<file path="src/design/dgp_pkg.sv">
/*
 * Constants and carrier types for the dual general-purpose port block.
 * Assumes a 32-bit Avalon-MM register bus with byte addresses.
 */
package dgp_pkg;

    // ==========================================================
    // Register indices and byte address width
    // ==========================================================
    localparam logic [7:0] DGP_IDX_PORT_A_DATA      = 8'h05;
    localparam logic [7:0] DGP_IDX_PORT_B_DATA      = 8'h06;
    localparam logic [7:0] DGP_IDX_INTERRUPT_CTRL   = 8'h0b;
    localparam logic [7:0] DGP_IDX_INTERRUPT_CTRL_H = 8'h8b;
    localparam logic [7:0] DGP_IDX_OPTION_CONFIG    = 8'h81;
    localparam logic [7:0] DGP_IDX_PORT_A_DIR       = 8'h85;
    localparam logic [7:0] DGP_IDX_PORT_B_DIR       = 8'h86;
    localparam logic [7:0] DGP_IDX_MODE_CTRL        = 8'hc0;
    localparam int         DGP_ADDR_W               = 10;

    // ==========================================================
    // Widths, fields and reset values
    // ==========================================================
    localparam int         DGP_PORT_A_W       = 5;
    localparam int         DGP_PORT_B_W       = 8;
    localparam int         DGP_A_TIMER_BIT    = 4;
    localparam int         DGP_B_EXT_IRQ_BIT  = 0;
    localparam int         DGP_B_PROG_CLK_BIT = 6;
    localparam int         DGP_B_PROG_DAT_BIT = 7;
    localparam int         DGP_CHG_LO_BIT     = 4;
    localparam int         DGP_OPT_PULLUP_BIT = 7;
    localparam int         DGP_IC_GIE_BIT     = 7;
    localparam int         DGP_IC_CHG_EN_BIT  = 3;
    localparam int         DGP_IC_CHG_FLG_BIT = 0;
    localparam int         DGP_MODE_EXTIRQ    = 0;
    localparam int         DGP_MODE_PROG      = 1;
    localparam int         DGP_MODE_SLEEP     = 2;
    localparam logic [7:0] DGP_OPTION_RST     = 8'hff;
    localparam logic [4:0] DGP_PORT_A_DIR_RST = 5'h1f;
    localparam logic [7:0] DGP_PORT_B_DIR_RST = 8'hff;
    localparam logic [7:0] DGP_INTCTRL_RST    = 8'h00;
    localparam logic [2:0] DGP_MODE_RST       = 3'h0;

    // ==========================================================
    // Carrier types
    // ==========================================================
    typedef struct packed {
        logic        read;
        logic        write;
        logic [9:0]  address;
        logic [3:0]  byteenable;
        logic [31:0] writedata;
    } dgp_bus_req_type;

    typedef struct packed {
        logic [7:0] data;
        logic [7:0] out_en;
        logic [7:0] pullup_en;
        logic [7:0] schmitt_en;
    } dgp_pin_drive_type;

endpackage

</file>
<file path="src/design/dgp_gpio.sv">
/*
 * Dual general-purpose port with port B change detection.
 * Assumes an Avalon-MM master on clk_sys_in and external pad logic that
 * resolves each pin from the data, enable and pull-up outputs.
 */
// Implementation choice: the Avalon-MM interface to the registers.
// Functional notes
// - Port A bits 0-3 TTL I/O; bit 4 Schmitt timer clock input, open drain.
// - Unimplemented upper port A data and direction bits read as zero.
// - Port B is 8 bits; direction 1 is input, 0 drives the latch.
// - Option bit 7 cleared enables all port B weak pull-ups.
// - Pull-up of a port B output pin is always off.
// - Pull-ups are off after power-on reset.
// - Change detection covers port B pins 4-7 configured as inputs only.
// - Inputs are compared with a snapshot taken at the last port B read or write.
// - Mismatches are ORed and set the change flag at control bit 0.
// - A port change condition wakes the device from sleep.
// - Any port B read or write refreshes the snapshot, ending mismatch.
// - Only software clears the flag; a lasting mismatch keeps setting it.
// - Port B bit 0 is the external interrupt input, Schmitt when enabled.
// - Port B bits 6 and 7 are programming clock and data, Schmitt in mode.
// - Data reads return pin levels; writes load the whole output latch directly.
// - Port A direction 1 is input, 0 drives the latch onto the pin.
// - After power-on reset port A pins are inputs and the latch holds zero.
module dgp_gpio
    import dgp_pkg::*;
(
    // Clock, reset and enable
    input  wire logic                  clk_sys_in,
    input  wire logic                  sys_rst_in,
    input  wire logic                  clk_en_in,
    // Avalon-MM slave
    input  wire logic                  avs_read_in,
    input  wire logic                  avs_write_in,
    input  wire logic [DGP_ADDR_W-1:0] avs_address_in,
    input  wire logic [3:0]            avs_byteenable_in,
    input  wire logic [31:0]           avs_writedata_in,
    output logic      [31:0]           avs_readdata_out,
    output logic                       avs_waitrequest_out,
    output logic      [1:0]            avs_response_out,
    // Port A pins
    input  wire logic [DGP_PORT_A_W-1:0] port_a_pin_in,
    output logic      [DGP_PORT_A_W-1:0] port_a_pin_out,
    output logic      [DGP_PORT_A_W-1:0] port_a_pin_oe_out,
    output logic      [DGP_PORT_A_W-1:0] port_a_schmitt_out,
    // Port B pins
    input  wire logic [DGP_PORT_B_W-1:0] port_b_pin_in,
    output logic      [DGP_PORT_B_W-1:0] port_b_pin_out,
    output logic      [DGP_PORT_B_W-1:0] port_b_pin_oe_out,
    output logic      [DGP_PORT_B_W-1:0] port_b_pullup_out,
    output logic      [DGP_PORT_B_W-1:0] port_b_schmitt_out,
    // Alternate functions and events
    output logic                       a4_timer_clock_pin_out,
    output logic                       b0_ext_irq_pin_out,
    output logic                       prog_clk_out,
    output logic                       prog_data_out,
    output logic                       port_change_irq_out,
    output logic                       wake_out
);
    // ==========================================================
    // Register state
    // ==========================================================
    logic [DGP_PORT_A_W-1:0] port_a_latch_reg;
    logic [DGP_PORT_A_W-1:0] port_a_latch_next;
    logic [DGP_PORT_A_W-1:0] port_a_dir_reg;
    logic [DGP_PORT_A_W-1:0] port_a_dir_next;
    logic [DGP_PORT_B_W-1:0] port_b_latch_reg;
    logic [DGP_PORT_B_W-1:0] port_b_latch_next;
    logic [DGP_PORT_B_W-1:0] port_b_dir_reg;
    logic [DGP_PORT_B_W-1:0] port_b_dir_next;
    logic [7:0]              option_reg;
    logic [7:0]              option_next;
    logic [7:0]              intctrl_reg;
    logic [7:0]              intctrl_next;
    logic [2:0]              mode_reg;
    logic [2:0]              mode_next;
    logic [3:0]              snapshot_reg;
    logic [3:0]              snapshot_next;
    logic [31:0]             rdata_reg;
    logic [31:0]             rdata_next;
    logic [1:0]              resp_reg;
    logic [1:0]              resp_next;
    logic                    ack_reg;
    logic                    ack_next;

    logic [DGP_PORT_A_W-1:0] pa_sync;
    logic [DGP_PORT_B_W-1:0] pb_sync;
    logic [DGP_PORT_A_W-1:0] pa_pins;
    logic [DGP_PORT_B_W-1:0] pb_pins;

    logic [3:0]              mismatch;
    logic                    change_cond;
    logic [7:0]              wbyte;
    logic                    req;
    logic                    hit_b;
    dgp_bus_req_type         bus;

    // Register index of a word-aligned byte address.
    function automatic logic [7:0] reg_index(input logic [DGP_ADDR_W-1:0] addr);
        return addr[9:2];
    endfunction

    // True when the address maps onto a register.
    function automatic logic reg_mapped(input logic [7:0] idx);
        return (idx == DGP_IDX_PORT_A_DATA)
            || (idx == DGP_IDX_PORT_B_DATA)
            || (idx == DGP_IDX_INTERRUPT_CTRL)
            || (idx == DGP_IDX_INTERRUPT_CTRL_H)
            || (idx == DGP_IDX_OPTION_CONFIG)
            || (idx == DGP_IDX_PORT_A_DIR)
            || (idx == DGP_IDX_PORT_B_DIR)
            || (idx == DGP_IDX_MODE_CTRL);
    endfunction

    // ==========================================================
    // Pin input synchronisers
    // ==========================================================
    dgp_sync #(.WIDTH(DGP_PORT_A_W)) u_sync_a (
        .clk_sys_in (clk_sys_in),
        .sys_rst_in (sys_rst_in),
        .clk_en_in  (clk_en_in),
        .async_in   (port_a_pin_in),
        .sync_out   (pa_sync)
    );

    dgp_sync #(.WIDTH(DGP_PORT_B_W)) u_sync_b (
        .clk_sys_in (clk_sys_in),
        .sys_rst_in (sys_rst_in),
        .clk_en_in  (clk_en_in),
        .async_in   (port_b_pin_in),
        .sync_out   (pb_sync)
    );

    // ==========================================================
    // Pin drive
    // ==========================================================
    always_comb begin
        for (int i = 0; i < DGP_PORT_A_W; i++) begin
            if (i == DGP_A_TIMER_BIT) begin
                port_a_pin_out[i]    = 1'b0;
                port_a_pin_oe_out[i] = ~port_a_dir_reg[i] & ~port_a_latch_reg[i];
                port_a_schmitt_out[i] = 1'b1;
            end else begin
                port_a_pin_out[i]     = port_a_latch_reg[i];
                port_a_pin_oe_out[i]  = ~port_a_dir_reg[i];
                port_a_schmitt_out[i] = 1'b0;
            end
        end
    end

    assign port_b_pin_out    = port_b_latch_reg;
    assign port_b_pin_oe_out = ~port_b_dir_reg;

    // Pull-ups only on input pins with the active-low control cleared.
    assign port_b_pullup_out = port_b_dir_reg
                             & {DGP_PORT_B_W{~option_reg[DGP_OPT_PULLUP_BIT]}};

    always_comb begin
        port_b_schmitt_out = '0;

        port_b_schmitt_out[DGP_B_EXT_IRQ_BIT]  = mode_reg[DGP_MODE_EXTIRQ];
        port_b_schmitt_out[DGP_B_PROG_CLK_BIT] = mode_reg[DGP_MODE_PROG];
        port_b_schmitt_out[DGP_B_PROG_DAT_BIT] = mode_reg[DGP_MODE_PROG];
    end

    // Data reads see the synchronised pin levels, whether driven or not.
    assign pa_pins = pa_sync;
    assign pb_pins = pb_sync;

    assign a4_timer_clock_pin_out = pa_pins[DGP_A_TIMER_BIT];

    assign b0_ext_irq_pin_out = pb_pins[DGP_B_EXT_IRQ_BIT]
                              & mode_reg[DGP_MODE_EXTIRQ];
    assign prog_clk_out  = pb_pins[DGP_B_PROG_CLK_BIT] & mode_reg[DGP_MODE_PROG];
    assign prog_data_out = pb_pins[DGP_B_PROG_DAT_BIT] & mode_reg[DGP_MODE_PROG];

    // ==========================================================
    // Change detection
    // ==========================================================
    // Only input pins among the upper four take part.
    assign mismatch = (pb_pins[7:DGP_CHG_LO_BIT] ^ snapshot_reg)
                    & port_b_dir_reg[7:DGP_CHG_LO_BIT];
    assign change_cond = |mismatch;

    assign port_change_irq_out = intctrl_reg[DGP_IC_CHG_FLG_BIT]
                               & intctrl_reg[DGP_IC_CHG_EN_BIT]
                               & intctrl_reg[DGP_IC_GIE_BIT];

    assign wake_out = mode_reg[DGP_MODE_SLEEP] & change_cond;

    // ==========================================================
    // Avalon-MM slave
    // ==========================================================
    assign bus = '{
        read:       avs_read_in,
        write:      avs_write_in,
        address:    avs_address_in,
        byteenable: avs_byteenable_in,
        writedata:  avs_writedata_in
    };
    assign req   = (bus.read | bus.write) & ~ack_reg;
    assign hit_b = req
                 & (reg_index(bus.address) == DGP_IDX_PORT_B_DATA);

    assign wbyte = bus.writedata[7:0];

    assign avs_waitrequest_out = ~ack_reg;
    assign avs_readdata_out    = rdata_reg;
    assign avs_response_out    = resp_reg;

    always_comb begin
        port_a_latch_next = port_a_latch_reg;
        port_a_dir_next   = port_a_dir_reg;
        port_b_latch_next = port_b_latch_reg;
        port_b_dir_next   = port_b_dir_reg;
        option_next       = option_reg;
        intctrl_next      = intctrl_reg;
        mode_next         = mode_reg;
        snapshot_next     = snapshot_reg;

        rdata_next        = rdata_reg;
        resp_next         = resp_reg;
        ack_next          = req;
        if (req) begin
            rdata_next = '0;
            resp_next  = reg_mapped(reg_index(bus.address)) ? 2'h0 : 2'h2;
        end

        if (req && bus.read) begin
            unique case (reg_index(bus.address))
                DGP_IDX_PORT_A_DATA:      rdata_next[DGP_PORT_A_W-1:0] = pa_pins;
                DGP_IDX_PORT_B_DATA:      rdata_next[7:0] = pb_pins;
                DGP_IDX_INTERRUPT_CTRL,
                DGP_IDX_INTERRUPT_CTRL_H: rdata_next[7:0] = intctrl_reg;
                DGP_IDX_OPTION_CONFIG:    rdata_next[7:0] = option_reg;
                DGP_IDX_PORT_A_DIR:       rdata_next[DGP_PORT_A_W-1:0] = port_a_dir_reg;
                DGP_IDX_PORT_B_DIR:       rdata_next[7:0] = port_b_dir_reg;
                DGP_IDX_MODE_CTRL:        rdata_next[2:0] = mode_reg;
                default:                  rdata_next = '0;
            endcase
        end

        if (req && bus.write && bus.byteenable[0]) begin
            unique case (reg_index(bus.address))
                DGP_IDX_PORT_A_DATA: begin
                    // A whole-byte write replaces every latch bit.
                    port_a_latch_next = wbyte[DGP_PORT_A_W-1:0];
                end
                DGP_IDX_PORT_B_DATA:      port_b_latch_next = wbyte;
                DGP_IDX_INTERRUPT_CTRL,
                DGP_IDX_INTERRUPT_CTRL_H: intctrl_next = wbyte;
                DGP_IDX_OPTION_CONFIG:    option_next = wbyte;
                DGP_IDX_PORT_A_DIR:       port_a_dir_next = wbyte[DGP_PORT_A_W-1:0];
                DGP_IDX_PORT_B_DIR:       port_b_dir_next = wbyte;
                DGP_IDX_MODE_CTRL:        mode_next = wbyte[2:0];
                default:                  mode_next = mode_reg;
            endcase
        end

        // Any access to port B data reloads the snapshot.
        if (hit_b) begin
            snapshot_next = pb_pins[7:DGP_CHG_LO_BIT];
        end

        // Hardware set wins over a software clear in the same cycle.
        if (change_cond && !hit_b) begin
            intctrl_next[DGP_IC_CHG_FLG_BIT] = 1'b1;
        end
    end

    always_ff @(posedge clk_sys_in or posedge sys_rst_in) begin
        if (sys_rst_in) begin
            port_a_latch_reg <= '0;
            port_a_dir_reg   <= DGP_PORT_A_DIR_RST;
            port_b_latch_reg <= '0;
            port_b_dir_reg   <= DGP_PORT_B_DIR_RST;
            option_reg       <= DGP_OPTION_RST;
            intctrl_reg      <= DGP_INTCTRL_RST;
            mode_reg         <= DGP_MODE_RST;
            snapshot_reg     <= '0;

            rdata_reg        <= '0;
            resp_reg         <= '0;
            ack_reg          <= 1'b0;
        end else if (clk_en_in) begin
            port_a_latch_reg <= port_a_latch_next;
            port_a_dir_reg   <= port_a_dir_next;
            port_b_latch_reg <= port_b_latch_next;
            port_b_dir_reg   <= port_b_dir_next;
            option_reg       <= option_next;
            intctrl_reg      <= intctrl_next;
            mode_reg         <= mode_next;
            snapshot_reg     <= snapshot_next;

            rdata_reg        <= rdata_next;
            resp_reg         <= resp_next;
            ack_reg          <= ack_next;
        end
    end
endmodule

</file>
<file path="src/design/dgp_sync.sv">
/*
 * Two-flip-flop synchroniser for a vector of pin inputs.
 * Assumes the pins are asynchronous to clk_sys_in.
 */
module dgp_sync #(
    parameter int WIDTH = 8
) (
    // Clock, reset and enable
    input  wire logic             clk_sys_in,
    input  wire logic             sys_rst_in,
    input  wire logic             clk_en_in,
    // Data
    input  wire logic [WIDTH-1:0] async_in,
    output logic      [WIDTH-1:0] sync_out
);
    logic [WIDTH-1:0] stage1_reg;
    logic [WIDTH-1:0] stage2_reg;

    always_ff @(posedge clk_sys_in or posedge sys_rst_in) begin
        if (sys_rst_in) begin
            stage1_reg <= '0;
            stage2_reg <= '0;
        end else if (clk_en_in) begin
            stage1_reg <= async_in;
            stage2_reg <= stage1_reg;
        end
    end

    assign sync_out = stage2_reg;
endmodule

</file>
<file path="config.mk">
export PLATFORM = sky130hd
export DESIGN_NAME = dgp_gpio
export DESIGN_NICKNAME = d
export VERILOG_FILES = /design/src/design/dgp_pkg.sv /design/src/design/dgp_gpio.sv /design/src/design/dgp_sync.sv
export SDC_FILE = /design/constraint.sdc
export NUM_CORES = 1
export LEC_CHECK = 0
export BUFFER_PORTS_ARGS = -buffer_cell sky130_fd_sc_hd__buf_2
export CAP_MARGIN = 15
export CORE_MARGIN = 4
export CORE_UTILIZATION = 30
export DETAILED_ROUTE_END_ITERATION = 16
export PLACE_DENSITY = 0.59
export SYNTH_ARGS = -nofsm -noshare
export SYNTH_HDL_FRONTEND = slang
export SYNTH_SLANG_ARGS = --single-unit
</file>
<file path="constraint.sdc">
create_clock -name clk_sys_in -period 3.1 [get_ports clk_sys_in]
set_input_delay 0.31 -clock clk_sys_in [delete_from_list [all_inputs] [get_ports clk_sys_in]]
set_output_delay 0.31 -clock clk_sys_in [all_outputs]
set_load 0.005 [all_outputs]
</file>
==> flow_metrics.env <==
export IMPL_antenna_found_initial=0
export IMPL_multi_input_area_sq_mm=0.001929
export IMPL_grt_overflow=0
export IMPL_ys_types=47
export IMPL_grt_max_degree=84
export IMPL_wl_met2_um=5421
export IMPL_synth_edf_count=0
export IMPL_critPathMaxStageDelay_ps=430
export IMPL_nFillCells=1612
export IMPL_hpwl_um=8984
export IMPL_post_cts_resized=0
export IMPL_worstHoldPathType="input pin to asynchronous set/reset pin"
export IMPL_crit_path_start="u_sync_b.sync_out[6]"
export IMPL_reg2reg_slack_ps=1160
export IMPL_switching_share_pct=23.58
export IMPL_worst_ep_required_time_ps=2790
export IMPL_wl_met3_um=838
export IMPL_end_kind="output pin"
export IMPL_avgRoutedWirePerCell_um=17.23
export IMPL_setup_viol=0
export IMPL_rsz0062_at_grt="no"
export IMPL_yosys_top_cells_count="88 x dfrtp_1, 78 x mux2_2, 28 x and2_1, 21 x dfstp_2, 20 x buf_4"
export IMPL_slew_headroom_pct=46.81
export IMPL_syn_inst=380
export IMPL_synthArstFlopShare_pct=100.0
export IMPL_rr_worst_depth=4
export IMPL_cp_slowest_cell="dfrtp_1"
export IMPL_clock_skew_ps=12.18
export IMPL_p_comb_share_pct=7.9
export IMPL_die_x_um=136.2
export IMPL_postSynthAreaPerCell_sq_um=12.97
export IMPL_p_per_area_mw_per_mm2=500.5
export IMPL_cts_hold_buf=0
export IMPL_cts_tree="yes"
export IMPL_die_h_um=136.2
export IMPL_diodes=0
export IMPL_grt_pass1_vias=3354
export IMPL_initial_core_util_pct=30.80
export IMPL_arrival_ps=1740
export IMPL_cp_start_kind="flop"
export IMPL_fin_crit_ps=2048
export IMPL_cp_num_buf_inv=1
export IMPL_cts_buffers=9
export IMPL_worstPathCellList="xor2_1 -> a22oi_1 -> o221ai_1 -> and2_1 -> buf_2"
export IMPL_path_max_fanout=5
export IMPL_r2r_end="intctrl_reg[0]"
export IMPL_holdWs_ps=7.184
export IMPL_p_switching_uw=697.9
export IMPL_clk_latency_ps=350
export IMPL_totalWireLength_um=12050
export IMPL_vias=3245
export IMPL_setup_tns_ps=0
export IMPL_maxCapViolCount=0
export IMPL_cts_root_buf="clkbuf_16"
export IMPL_status="finished clean"
export IMPL_drc=0
export IMPL_clock_sinks=109
export IMPL_irDropWorstVdd_v=0.0002943
export IMPL_power_mw=2.959
export IMPL_timing_final_crit_share_pct=66.06
export IMPL_fmax_mhz=488.3
export IMPL_worst_pin_slew_ps=777.7
export IMPL_critical_path_top_delay_family="flip-flops"
export IMPL_track_usage_pct=13.36
export IMPL_synth_flop_cell="dfrtp_1"
export IMPL_cts_setup_buffers=0
export IMPL_netlist_area_leader_share_pct=44.68
export IMPL_syn_cell_area_sq_mm=0.004928
export IMPL_grt_pass1_wl_um=18810
export IMPL_io_pins=152
export IMPL_hold_viol_final=0
export IMPL_synth_most_common_cell="dfrtp_1"
export IMPL_largest_register_ffs=32
export IMPL_ctsHtreeMaxLevel=3
export IMPL_ff_latch_area_sq_mm=0.002754
export IMPL_via_per_inst=4.642
export IMPL_yosysSeqAreaShare_pct=55.88
export IMPL_firstDrtPassIters=4
export IMPL_power_frac_clock_pct=40.4
export IMPL_p_seq_share_pct=51.7
export IMPL_layout_drive_gt1_share_pct=50.31
export IMPL_yosys_warnings=0
export IMPL_dieArea_sq_mm=0.01854
export IMPL_maxSlewViolCount=0
export IMPL_synthTopCellsByArea="dfrtp_1 45%, mux2_2 18%, dfstp_2 11%, and2_1 3.6%, buf_4 3.0%"
export IMPL_internal_power_mw=2.261
export IMPL_core_area_sq_mm=0.01600
export IMPL_ys_ff_latch=109
export IMPL_utilization_pct=36.95
export IMPL_r2r_start="ack_reg"
export IMPL_ant_nets=0
export IMPL_dr_max_layer_used="met4"
export IMPL_wl_met1_um=5478
export IMPL_p_leak_nw=2.830
export IMPL_fin_nets=542
export IMPL_path_depth=5
export IMPL_area_growth_syn_to_layout_pct=19.95
export IMPL_row_count=46
export IMPL_clock_path_buffers=2
export IMPL_drt_iter0_drc=151
export IMPL_clk_pin_slew_ps=70
export IMPL_yosys_area_top_type="dfrtp_1"
export IMPL_gp_congestion=0.8540
export IMPL_portBuffers=110
export IMPL_crit_end="wake_out"
export IMPL_path_class="flop to output pin"
-- how the worst min path moves through the flow --
stage / end / startpoint / cells after the start
finish: avs_readdata_out[10] / sys_rst_in / 2
global route: avs_readdata_out[10] / sys_rst_in / 2
CTS: avs_readdata_out[11] / sys_rst_in / 2
detailed placement: avs_readdata_out[11] / sys_rst_in / 2
global placement: avs_readdata_out[10] / sys_rst_in / 2
floorplan: mode_reg[0] / avs_writedata_in[0] / 1
-- metrics by stage --
step,cell area [sq um],setup slack (ps),instances
final,5912,1052,699
after global routing,5912,971.7,699
after CTS,5912,1050,699
after detailed placement,5603,933.5,683
after global placement,5603,980.8,683
after floorplan,4970,1382,390
-- layer usage --
layer	vias to the layer above	track usage, %
li1	1519	-
met1	1595	17.64
met2	112	20.53
met3	19	4.034
met4	0	5.375
met5	-	0
-- layout by cell type (no fill, tap or decap), drive strengths merged, types with 8 or more instances in the layout --
cell    netlist  routed
buf          27     114
a22oi         8       8
mux2         78      78
dfrtp        88      88
nand3b       10      10
dfstp        21      21
nor2         14      14
nand2        12      12
conb          2      12
clkbuf       10      11
inv          14      14
and2         29      29
-- final cells by class --
cell class / count / area share [%]
sequential: 109 / 46.58
multi-input combinational: 230 / 32.63
timing repair buffer: 114 / 10.03
tap: 216 / 4.571
clock buffer: 11 / 4.275
clock inverter: 5 / 0.9524
inverter: 14 / 0.9524
-- cells by family after synthesis --
logic type                Yosys count  synth area share (%)
muxes                              84                 19.04
AOI/OAI and AO/OA                  39                 5.941
buffers and inverters              51                 5.814
xor gates and xnor gates            4                0.7110
DFF                               109                 55.88
and+or+nand+nor                    91                 12.47
other                               2                0.1524
-- power by group through the flow --
stage	Sequential [mW]	Combinational, mW	Clock (mW)
2_1_floorplan	1.54	0.168	0
3_3_place_gp	1.55	0.233	0
3_5_place_dp	1.56	0.238	0
4_1_cts	1.53	0.239	1.24
5_1_grt	1.54	0.264	1.30
6_report	1.53	0.235	1.19
(Power assumes the default switching activity.)
